File: config.mk
export PLATFORM = sky130hd
export DESIGN_NAME = dbdrs_sequencer
export DESIGN_NICKNAME = d
export VERILOG_FILES = /design/src/logic/dbdrs_pkg.sv /design/src/logic/dbdrs_pin_sync.sv /design/src/logic/dbdrs_sequencer.sv
export SDC_FILE = /design/constraint.sdc
export NUM_CORES = 1
export LEC_CHECK = 0
export BUFFER_PORTS_ARGS = -buffer_cell sky130_fd_sc_hd__buf_4
export CELL_PAD_IN_SITES_DETAIL_PLACEMENT = 1
export CELL_PAD_IN_SITES_GLOBAL_PLACEMENT = 2
export CORE_MARGIN = 2
export CORE_UTILIZATION = 30
export CTS_CLUSTER_SIZE = 30
export DETAILED_ROUTE_END_ITERATION = 6
export GPL_ROUTABILITY_DRIVEN = 0
export PLACE_DENSITY = 0.71
export RECOVER_POWER = 50
export SYNTH_ARGS = -nofsm -noshare
export SYNTH_HDL_FRONTEND = slang
export SYNTH_SLANG_ARGS = --single-unit
File: constraint.sdc
create_clock -name clk_sys -period 1.1 [get_ports clk_sys]
set_input_delay 0.22 -clock clk_sys [delete_from_list [all_inputs] [get_ports clk_sys]]
set_output_delay 0.22 -clock clk_sys [all_outputs]
set_load 0.05 [all_outputs]
File: src/logic/dbdrs_pkg.sv
// Shared constants and types of the diagnostic reset sequencer.
package dbdrs_pkg;

    // Sequencer states, one-hot.
    typedef enum logic [3:0] {
        ST_ACTIVE   = 4'h1,
        ST_RELEASED = 4'h2,
        ST_RESET    = 4'h4,
        ST_HOLD     = 4'h8
    } dbdrs_state_t;

    // Decoded interface condition of the three control lines.
    typedef enum logic [2:0] {
        IF_OTHER = 3'h1,
        IF_DIAG  = 3'h2,
        IF_SEL1  = 3'h4
    } dbdrs_ifstate_t;

    // Width of the synchronised input group.
    localparam int unsigned SYNC_W = 11;

    // Positions in the synchronised group.
    localparam int unsigned POS_SELECT = 0;
    localparam int unsigned POS_MASTER = 1;
    localparam int unsigned POS_STROBE = 2;
    localparam int unsigned POS_BUSA = 3;

    // Diagnostic data and enable bit positions on bus A, per lane.
    localparam logic [2:0] DATA_BIT0 = 3'h1;
    localparam logic [2:0] ENABLE_BIT0 = 3'h0;
    localparam logic [2:0] DATA_BIT1 = 3'h4;
    localparam logic [2:0] ENABLE_BIT1 = 3'h3;
    localparam logic [2:0] DATA_BIT2 = 3'h7;
    localparam logic [2:0] ENABLE_BIT2 = 3'h6;

    // Reset values.
    localparam dbdrs_state_t STATE_RESET_VALUE = ST_ACTIVE;
    localparam logic [SYNC_W-1:0] SYNC_RESET_VALUE = 11'h000;

endpackage : dbdrs_pkg

File: src/logic/dbdrs_pin_sync.sv
// Three-stage input synchroniser with second and third stage agreement.
module dbdrs_pin_sync (
    // Clock and reset.
    input wire logic clk_sys,
    input wire logic reset,
    // Raw pins and filtered result.
    input wire logic [dbdrs_pkg::SYNC_W-1:0] pinIn,
    output logic [dbdrs_pkg::SYNC_W-1:0] pinOut
);

    logic [dbdrs_pkg::SYNC_W-1:0] stage1_reg;
    logic [dbdrs_pkg::SYNC_W-1:0] stage2_reg;
    logic [dbdrs_pkg::SYNC_W-1:0] stage3_reg;

    ////////////////////////////////////////////////////////////////////////////

    // The first stage feeds only the second, so metastability cannot leak.
    always_ff @(posedge clk_sys) begin
        if (reset) begin
            stage1_reg <= dbdrs_pkg::SYNC_RESET_VALUE;
            stage2_reg <= dbdrs_pkg::SYNC_RESET_VALUE;
            stage3_reg <= dbdrs_pkg::SYNC_RESET_VALUE;
        end else begin
            stage1_reg <= pinIn;
            stage2_reg <= stage1_reg;
            stage3_reg <= stage2_reg;
        end
    end

    ////////////////////////////////////////////////////////////////////////////

    // A bit changes only once two later stages agree, masking single glitches.
    genvar gi;
    generate
        for (gi = 0; gi < dbdrs_pkg::SYNC_W; gi++) begin : gFilt
            always_ff @(posedge clk_sys) begin
                if (reset) begin
                    pinOut[gi] <= 1'b0;
                end else if (stage2_reg[gi] == stage3_reg[gi]) begin
                    pinOut[gi] <= stage3_reg[gi];
                end
            end
        end
    endgenerate

endmodule : dbdrs_pin_sync

File: src/logic/dbdrs_sequencer.sv
// Slave-side diagnostic reset and driver release sequencer.
//
// Function
// [RULE1] On seeing the diagnostic entry state the slave releases its interface drivers.
// [RULE2] Diagnostic data active when the master strobe falls starts the internal reset.
// [RULE3] The internal reset ends as soon as the diagnostic data line is negated.
// [RULE4] After the reset the drivers stay released until the first selective-reset state.
// [RULE5] On seeing the first selective-reset state the slave enables its drivers again.
// [RULE6] The master drives both the diagnostic enable and data lines in this mode.
// [RULE7] The master enters diagnostics, asserts data, goes idle, then negates data.
module dbdrs_sequencer #(
    parameter logic [1:0] LANE = 2'h0
) (
    // Clock and reset.
    input wire logic clk_sys,
    input wire logic reset,
    // Control lines from the master, active high.
    input wire logic selectOut,
    input wire logic masterOut,
    input wire logic syncOut,
    // Bus A from the master.
    input wire logic [7:0] busAOut,
    // Slave driver control and internal reset.
    output logic driversEnable,
    output logic diagReset,
    output logic diagBusy
);

    logic [dbdrs_pkg::SYNC_W-1:0] pinsFiltered;
    logic selectSeen;
    logic masterSeen;
    logic strobeSeen;
    logic strobe_reg;
    logic strobeFall;
    logic [7:0] busASeen;
    logic dataActive;
    dbdrs_pkg::dbdrs_ifstate_t ifState;
    dbdrs_pkg::dbdrs_state_t state_reg;
    dbdrs_pkg::dbdrs_state_t state_next;

    ////////////////////////////////////////////////////////////////////////////

    dbdrs_pin_sync uSync (
        .clk_sys(clk_sys),
        .reset(reset),
        .pinIn({busAOut, syncOut, masterOut, selectOut}),
        .pinOut(pinsFiltered)
    );

    assign selectSeen = pinsFiltered[dbdrs_pkg::POS_SELECT];
    assign masterSeen = pinsFiltered[dbdrs_pkg::POS_MASTER];
    assign strobeSeen = pinsFiltered[dbdrs_pkg::POS_STROBE];
    assign busASeen = pinsFiltered[dbdrs_pkg::POS_BUSA +: 8];

    ////////////////////////////////////////////////////////////////////////////

    // Decode the control lines into the interface condition.
    function automatic dbdrs_pkg::dbdrs_ifstate_t decodeIf(
        input logic sel,
        input logic mst,
        input logic syn
    );
        if (!sel && !mst && syn) begin
            decodeIf = dbdrs_pkg::IF_DIAG;
        end else if (!sel && mst && syn) begin
            decodeIf = dbdrs_pkg::IF_SEL1;
        end else begin
            decodeIf = dbdrs_pkg::IF_OTHER;
        end
    endfunction : decodeIf

    // Data of the selected lane counts only while its enable is driven too.
    function automatic logic laneData(
        input logic [7:0] bus,
        input logic [1:0] lane
    );
        if (lane == 2'h2) begin
            laneData = bus[dbdrs_pkg::DATA_BIT2] && bus[dbdrs_pkg::ENABLE_BIT2]; // see [RULE6]
        end else if (lane == 2'h1) begin
            laneData = bus[dbdrs_pkg::DATA_BIT1] && bus[dbdrs_pkg::ENABLE_BIT1]; // see [RULE6]
        end else begin
            laneData = bus[dbdrs_pkg::DATA_BIT0] && bus[dbdrs_pkg::ENABLE_BIT0]; // see [RULE6]
        end
    endfunction : laneData

    assign ifState = decodeIf(selectSeen, masterSeen, strobeSeen);
    assign dataActive = laneData(busASeen, LANE);

    ////////////////////////////////////////////////////////////////////////////

    // Edge detector works on filtered data only, never the raw pin.
    always_ff @(posedge clk_sys) begin
        if (reset) begin
            strobe_reg <= 1'b0;
        end else begin
            strobe_reg <= strobeSeen;
        end
    end

    assign strobeFall = strobe_reg && !strobeSeen;

    ////////////////////////////////////////////////////////////////////////////

    always_comb begin
        state_next = state_reg;
        case (state_reg)
            dbdrs_pkg::ST_ACTIVE: begin
                if (ifState == dbdrs_pkg::IF_DIAG) begin
                    state_next = dbdrs_pkg::ST_RELEASED; // see [RULE1]
                end
            end
            dbdrs_pkg::ST_RELEASED: begin
                if (strobeFall && dataActive) begin
                    state_next = dbdrs_pkg::ST_RESET; // see [RULE2]
                end else if (ifState == dbdrs_pkg::IF_SEL1) begin
                    state_next = dbdrs_pkg::ST_ACTIVE; // see [RULE5]
                end
            end
            dbdrs_pkg::ST_RESET: begin
                if (!dataActive) begin
                    state_next = dbdrs_pkg::ST_HOLD; // see [RULE3]
                end
            end
            dbdrs_pkg::ST_HOLD: begin
                // Selective reset also needs the strobe, so an idle bus keeps drivers off.
                if (ifState == dbdrs_pkg::IF_SEL1) begin
                    state_next = dbdrs_pkg::ST_ACTIVE; // see [RULE4] [RULE5]
                end
            end
            default: begin
                state_next = dbdrs_pkg::STATE_RESET_VALUE;
            end
        endcase
    end

    always_ff @(posedge clk_sys) begin
        if (reset) begin
            state_reg <= dbdrs_pkg::STATE_RESET_VALUE;
        end else begin
            state_reg <= state_next;
        end
    end

    ////////////////////////////////////////////////////////////////////////////

    // Outputs are registered so the pins never glitch during decoding.
    always_ff @(posedge clk_sys) begin
        if (reset) begin
            driversEnable <= 1'b1;
            diagReset <= 1'b0;
            diagBusy <= 1'b0;
        end else begin
            driversEnable <= (state_next == dbdrs_pkg::ST_ACTIVE); // see [RULE1] [RULE4]
            diagReset <= (state_next == dbdrs_pkg::ST_RESET); // see [RULE2] [RULE3]
            diagBusy <= (state_next != dbdrs_pkg::ST_ACTIVE);
        end
    end

endmodule : dbdrs_sequencer

## Word-level counts from Yosys, hierarchy flattened

Cells that the tools add are included.

- Output and inout bits: 3
- RAM bits: 0
- Flip-flop bits (word level): 28
- Memories kept: 0
- Memory bits (read-only): 0
- Bits in latches: 0
- Word-level logic and storage cells: 44

- Multiplexer cells: 7
- Bitwise operators: 0
- Multipliers: 0
- Equal/unequal tests: 14
- Shift-type cells: 0
- $lt $le $gt $ge: 0
- Div/mod/pow operators: 0
- Add/subtract/negate cells: 0
- Reductions and logical operators: 10

Operators with widths:

| kind | count |
|---|---|
| 2-to-1 mux 4 bit | 4 |
| one-hot mux 4 bit (4 select lines) | 1 |
| equality test 4 x 1 -> 1 bit (second input constant) | 2 |
| equality test 4 x 3 -> 1 bit (second input constant) | 2 |
| logical AND 1 bit | 7 |
| 2-to-1 mux 3 bit | 2 |
| equality test 1 bit | 5 |
| equality test 4 x 2 -> 1 bit (second input constant) | 1 |
| equality test 4 bit (second input constant) | 1 |
| != test 4 x 1 -> 1 bit (second input constant) | 1 |
| equality test 3 x 2 -> 1 bit (second input constant) | 1 |
| equality test 3 bit (second input constant) | 1 |
| zero test 1 bit | 3 |

## Logic depth before layout (Yosys ltp)

- Word-level depth: 10
- Depth in mapped cells: 4
- Depth with buffers taken out: 3

## By module

From an unflattened synthesis, not the netlist that was laid out.

- Cells, all modules: 158
- Area total of the unflattened synthesis: 1696.6 µm²

Modules (own cells, without submodules):

| module | seq. area each (µm²) | area an instance (µm²) | instances | cells each |
|---|---|---|---|---|
| dbdrs_pin_sync | 880.8 | 1293.7 | 1 | 114 |
| dbdrs_sequencer | 160.2 | 402.9 | 1 | 44 |

## Worst setup path before layout

OpenSTA, ideal clock, no wires.

- Path type: reg2reg
- Start: register state_reg[1]
- End: register driversEnable
- Arrival time: 1.081 ns
- Slack: -0.101 ns
- Required time: 0.980 ns
- Cell stages (with the launch flop): 5
- Buffers on the path: 1
- Clock period less this slack: 1.201 ns
- Cell sequence: dfxtp_1 buf_4 xor2_1 a32o_1 a211o_1

- Word-level cells in the longest chain between the ends: 4
- Elaborated cells on any way between the ends: 10
- Those cells by class: eq/ne: 5; mux: 5

Ends and longest elaborated chain:

| what | RTL line | source |
|---|---|---|
| start, declared | dbdrs_sequencer.sv:38 | `dbdrs_pkg::dbdrs_state_t state_reg;` |
| start signal, assigned | dbdrs_sequencer.sv:138 | `state_reg <= dbdrs_pkg::STATE_RESET_VALUE;` |
| start signal, assigned | dbdrs_sequencer.sv:140 | `state_reg <= state_next;` |
| 2-to-1 mux 4 bit | dbdrs_sequencer.sv:115, dbdrs_sequencer.sv:126 |  |
| 2-to-1 mux 4 bit | dbdrs_sequencer.sv:113 | `if (strobeFall && dataActive) begin` |
| one-hot mux 4 bit (4 select lines) (*) | dbdrs_sequencer.sv:106 | `case (state_reg)` |
| equality test 4 x 1 -> 1 bit (*) | dbdrs_sequencer.sv:153 | `driversEnable <= (state_next == dbdrs_pkg::ST_ACTIVE);` |
| end signal, assigned | dbdrs_sequencer.sv:153 |  |
| end, declared | dbdrs_sequencer.sv:24 | `output logic driversEnable,` |

Mark *: on every way between the ends. The rest lies on a longest branch, timed or not.
A chain may end at the register's enable or synchronous reset.

## Worst setup path after layout

- Start: register uSync.pinOut[0] (netlist name)
- End: register state_reg[3]

- Word-level cells in the longest chain between the ends: 9
- Elaborated cells on any way between the ends: 13
- Those cells by class: eq/ne: 2; mux: 6; reduce/logical: 5

Ends and longest elaborated chain:

| what | RTL line | source |
|---|---|---|
| start, declared | dbdrs_pin_sync.sv:8 | `output logic [dbdrs_pkg::SYNC_W-1:0] pinOut` |
| start signal, assigned by index | dbdrs_pin_sync.sv:40 | `pinOut[gi] <= stage3_reg[gi];` |
| zero test 1 bit (*) | dbdrs_sequencer.sv:63, dbdrs_sequencer.sv:65 |  |
| logical AND 1 bit (2 in series) | dbdrs_sequencer.sv:65 | `end else if (!sel && mst && syn) begin` |
| 2-to-1 mux 3 bit | dbdrs_sequencer.sv:65 |  |
| 2-to-1 mux 3 bit (*) | dbdrs_sequencer.sv:63 | `if (!sel && !mst && syn) begin` |
| equality test 3 bit | dbdrs_sequencer.sv:115, dbdrs_sequencer.sv:126 |  |
| 2-to-1 mux 4 bit | dbdrs_sequencer.sv:115, dbdrs_sequencer.sv:126 |  |
| 2-to-1 mux 4 bit | dbdrs_sequencer.sv:113 |  |
| one-hot mux 4 bit (4 select lines) (*) | dbdrs_sequencer.sv:106 |  |

Marks and branches as above.

==> results.yml <==
logic_synthesis:
  synthCells: 95
  ys_seq_elements: 28
  syn_nets: 108
  synth_area_sq_um: 1000
  avgSynthCellArea_sq_um: 10.6
  yosysWarnings: 0
  synth_flop_cell: "dfxtp_1"
  ys_types: 25
  synth_enable_flop_cells: 0
  async_reset_ff_share_pct: 0
  seq_area_frac_synth_pct: 55.9
worst_setup_path:
  critPathMaxStageDelay_ns: 0.35
  crit_path_start_kind: "flop"
  cp.required_ns: 1.31
  cp_data_arrival_time_ns: 1.42
  endpoint_kind: "flop"
  worst-r2r-setup-slack_ns: -0.11
  crit_path_cell_trace: "and2b_4 > a211o_1 > a2111oi_4"
  crit_path_max_fanout: 5
  cp_slowest_cell: "dfxtp_2"
  crit_type: "reg2reg"
cts:
  cts_buffers: 3
  clock_latency_ns: 0.31
  cts.htree.levels: 1
  cts_hold_buf: 0
  clkTransAtPathRegs_ns: 0.13
  clk_path_buf_depth: 2
  cts-root-buf: "clkbuf_4"
  cts_tree: "built"
  clock_sinks: 28
timing:
  finalHoldViolCount: 0
  holdWs_ns: 0.110
  finClkSkew_ns: 0.00619
  finalWorstSetupSlack_ns: -0.109
  tightestPinTransition_ns: 0.714
  fin_crit_ns: 1.21
  relSlewSlack_pct: 52.4
  rsz0062_at_grt: "yes"
  fin_setup_tns_ns: -0.319
  report.final.setup_viol: 4
  fmaxAchievable_mhz: 827
  finalCritPeriodShare_pct: 110
  maxSlewViolCount: 0
finish:
  layout_common_cells: "dfxtp_1, nor2b_1, buf_4"
  drive_above_1_share_pct: 35.7
  regArea_sq_um: 577
  final_area_sq_um: 1260
  nets: 127
  multi_input_area_sq_um: 452
  fillerInstances: 360
  n_antenna_cell: 0
  syn2layout_area_growth_pct: 25.9
  layout_commonest_cell: "dfxtp_1"
die:
  dieHeight_um: 61.8
  dieArea_sq_um: 3820
  pin_count: 16
  core_sq_um: 3130
  die_w_um: 61.8
  rows: 20
  initial_core_util_pct: 32.1
pwr:
  ir_worst_vdd_mv: 0.483
  combPwrFrac_pct: 4.0
  p_int_mw: 1.19
  p_per_area_nw_per_um2: 1180
  leakage_nw: 0.442
  clkPwrFrac_pct: 26.3
  power.total_mw: 1.49
  switching_share_pct: 20.1
  seq_power_share_pct: 69.8
  power_switching_mw: 0.300
route:
  via_count: 695
  via_per_inst: 4.46
  drt_iter0_drc: 14
  first_pass_iters: 4
  antenna_left: 0
  drc_errors: 0
  drt-total-wl_um: 1670
  wl_per_cell_um: 10.7
global_routing:
  grt_max_degree: 19
  grt_pass1_vias: 711
  grt_use_met3_pct: 1.86
  grt.total_usage_pct: 10.7
  antenna_found_initial: 0
  grt_pass1_wl_um: 3020
  grt_util_met2_pct: 19.1
  busiest_layer: "met2"
  overflow: 0
  grtUsageMet1_pct: 12.3
status:
  run_status: "complete, but fails checks"
  violations: "negative setup slack"
place:
  pre_cts_slack_ns: -0.162
  io_buffers: 9
  post-dp-hpwl_um: 1200
  placed_area_sq_um: 1160
min_path:
  hold_class: "in2reg"
run:
  drv_cap: 0
-- worst paths after layout --
| check | cells past startpoint | endpoint | start |
|---|---|---|---|
| setup / recovery | 3 | state_reg[3] | uSync.pinOut[0] |
| hold / removal | 2 | uSync.stage1_reg[0] | selectOut |
| setup reg to reg | 3 | state_reg[3] | uSync.pinOut[0] |
| hold reg to reg | 1 | uSync.stage2_reg[4] | uSync.stage1_reg[4] |
-- repair_timing --
item / in CTS / in global routing
gates cloned: 0 / 0
pin swaps: 2 / 4
resized for setup: 12 / 9
setup buffers: 0 / 1
setup endpoints to repair: 7 / 9
-- cell usage after synthesis (2+ instances only) --
cell / number / area [sq um]
nand2_1: 6 / 22.5
o21ai_0: 5 / 25.0
a21oi_1: 7 / 35.0
clkbuf_1: 2 / 7.51
a211o_1: 3 / 26.3
dfxtp_1: 28 / 561
nor2_1: 4 / 15.0
xor2_1: 2 / 17.5
inv_1: 3 / 11.3
a2111oi_2: 2 / 30.0
buf_6: 2 / 22.5
nor2b_1: 18 / 113
-- layout make-up --
cell class | count | share of cell area, %
Clock buffer | 3 | 1.78
Timing Repair Buffer | 19 | 11.3
Multi-Input combinational cell | 58 | 35.7
Tap cell | 44 | 4.36
Inverter | 4 | 1.19
Sequential cell | 28 | 45.6
-- stage by stage --
step                instances  utilization (%)
finish                    156             40.4
global route              156             40.4
CTS                       155             39.2
detailed placement        152             37.0
global placement          152             37.0
floorplan                  95                -
-- per-layer routing --
metal,wire length [um],share of wire [%]
met5,0,0
met4,15,0.90
met3,38,2.3
met2,784,47
met1,830,50
-- logic make-up (layout without fill, tap and decap cells) --
| family | Yosys count | in the layout | synth area share (%) |
|---|---|---|---|
| and+or+nand+nor | 35 | 35 | 21.4 |
| DFF | 28 | 28 | 55.9 |
| AOI/OAI and AO/OA | 21 | 21 | 15.7 |
| xor gates and xnor gates | 2 | 2 | 1.75 |
| buffers and inverters | 9 | 26 | 5.24 |
-- critical path: cells and delay by family (launching register included) --
| family | cells | cell delay, ns |
|---|---|---|
| compound gates | 2 | 0.57 |
| simple gates | 1 | 0.20 |
| flops | 1 | 0.35 |
-- power groups by stage --
stage          Sequential (mW)  Clock (mW)  Combinational, mW
2_1_floorplan             1.07           0             0.0289
3_3_place_gp              1.07           0             0.0590
3_5_place_dp              1.07           0             0.0612
4_1_cts                   1.04       0.424             0.0625
5_1_grt                   1.04       0.461             0.0672
6_report                  1.04       0.392             0.0589
(Power assumes the default switching activity.)
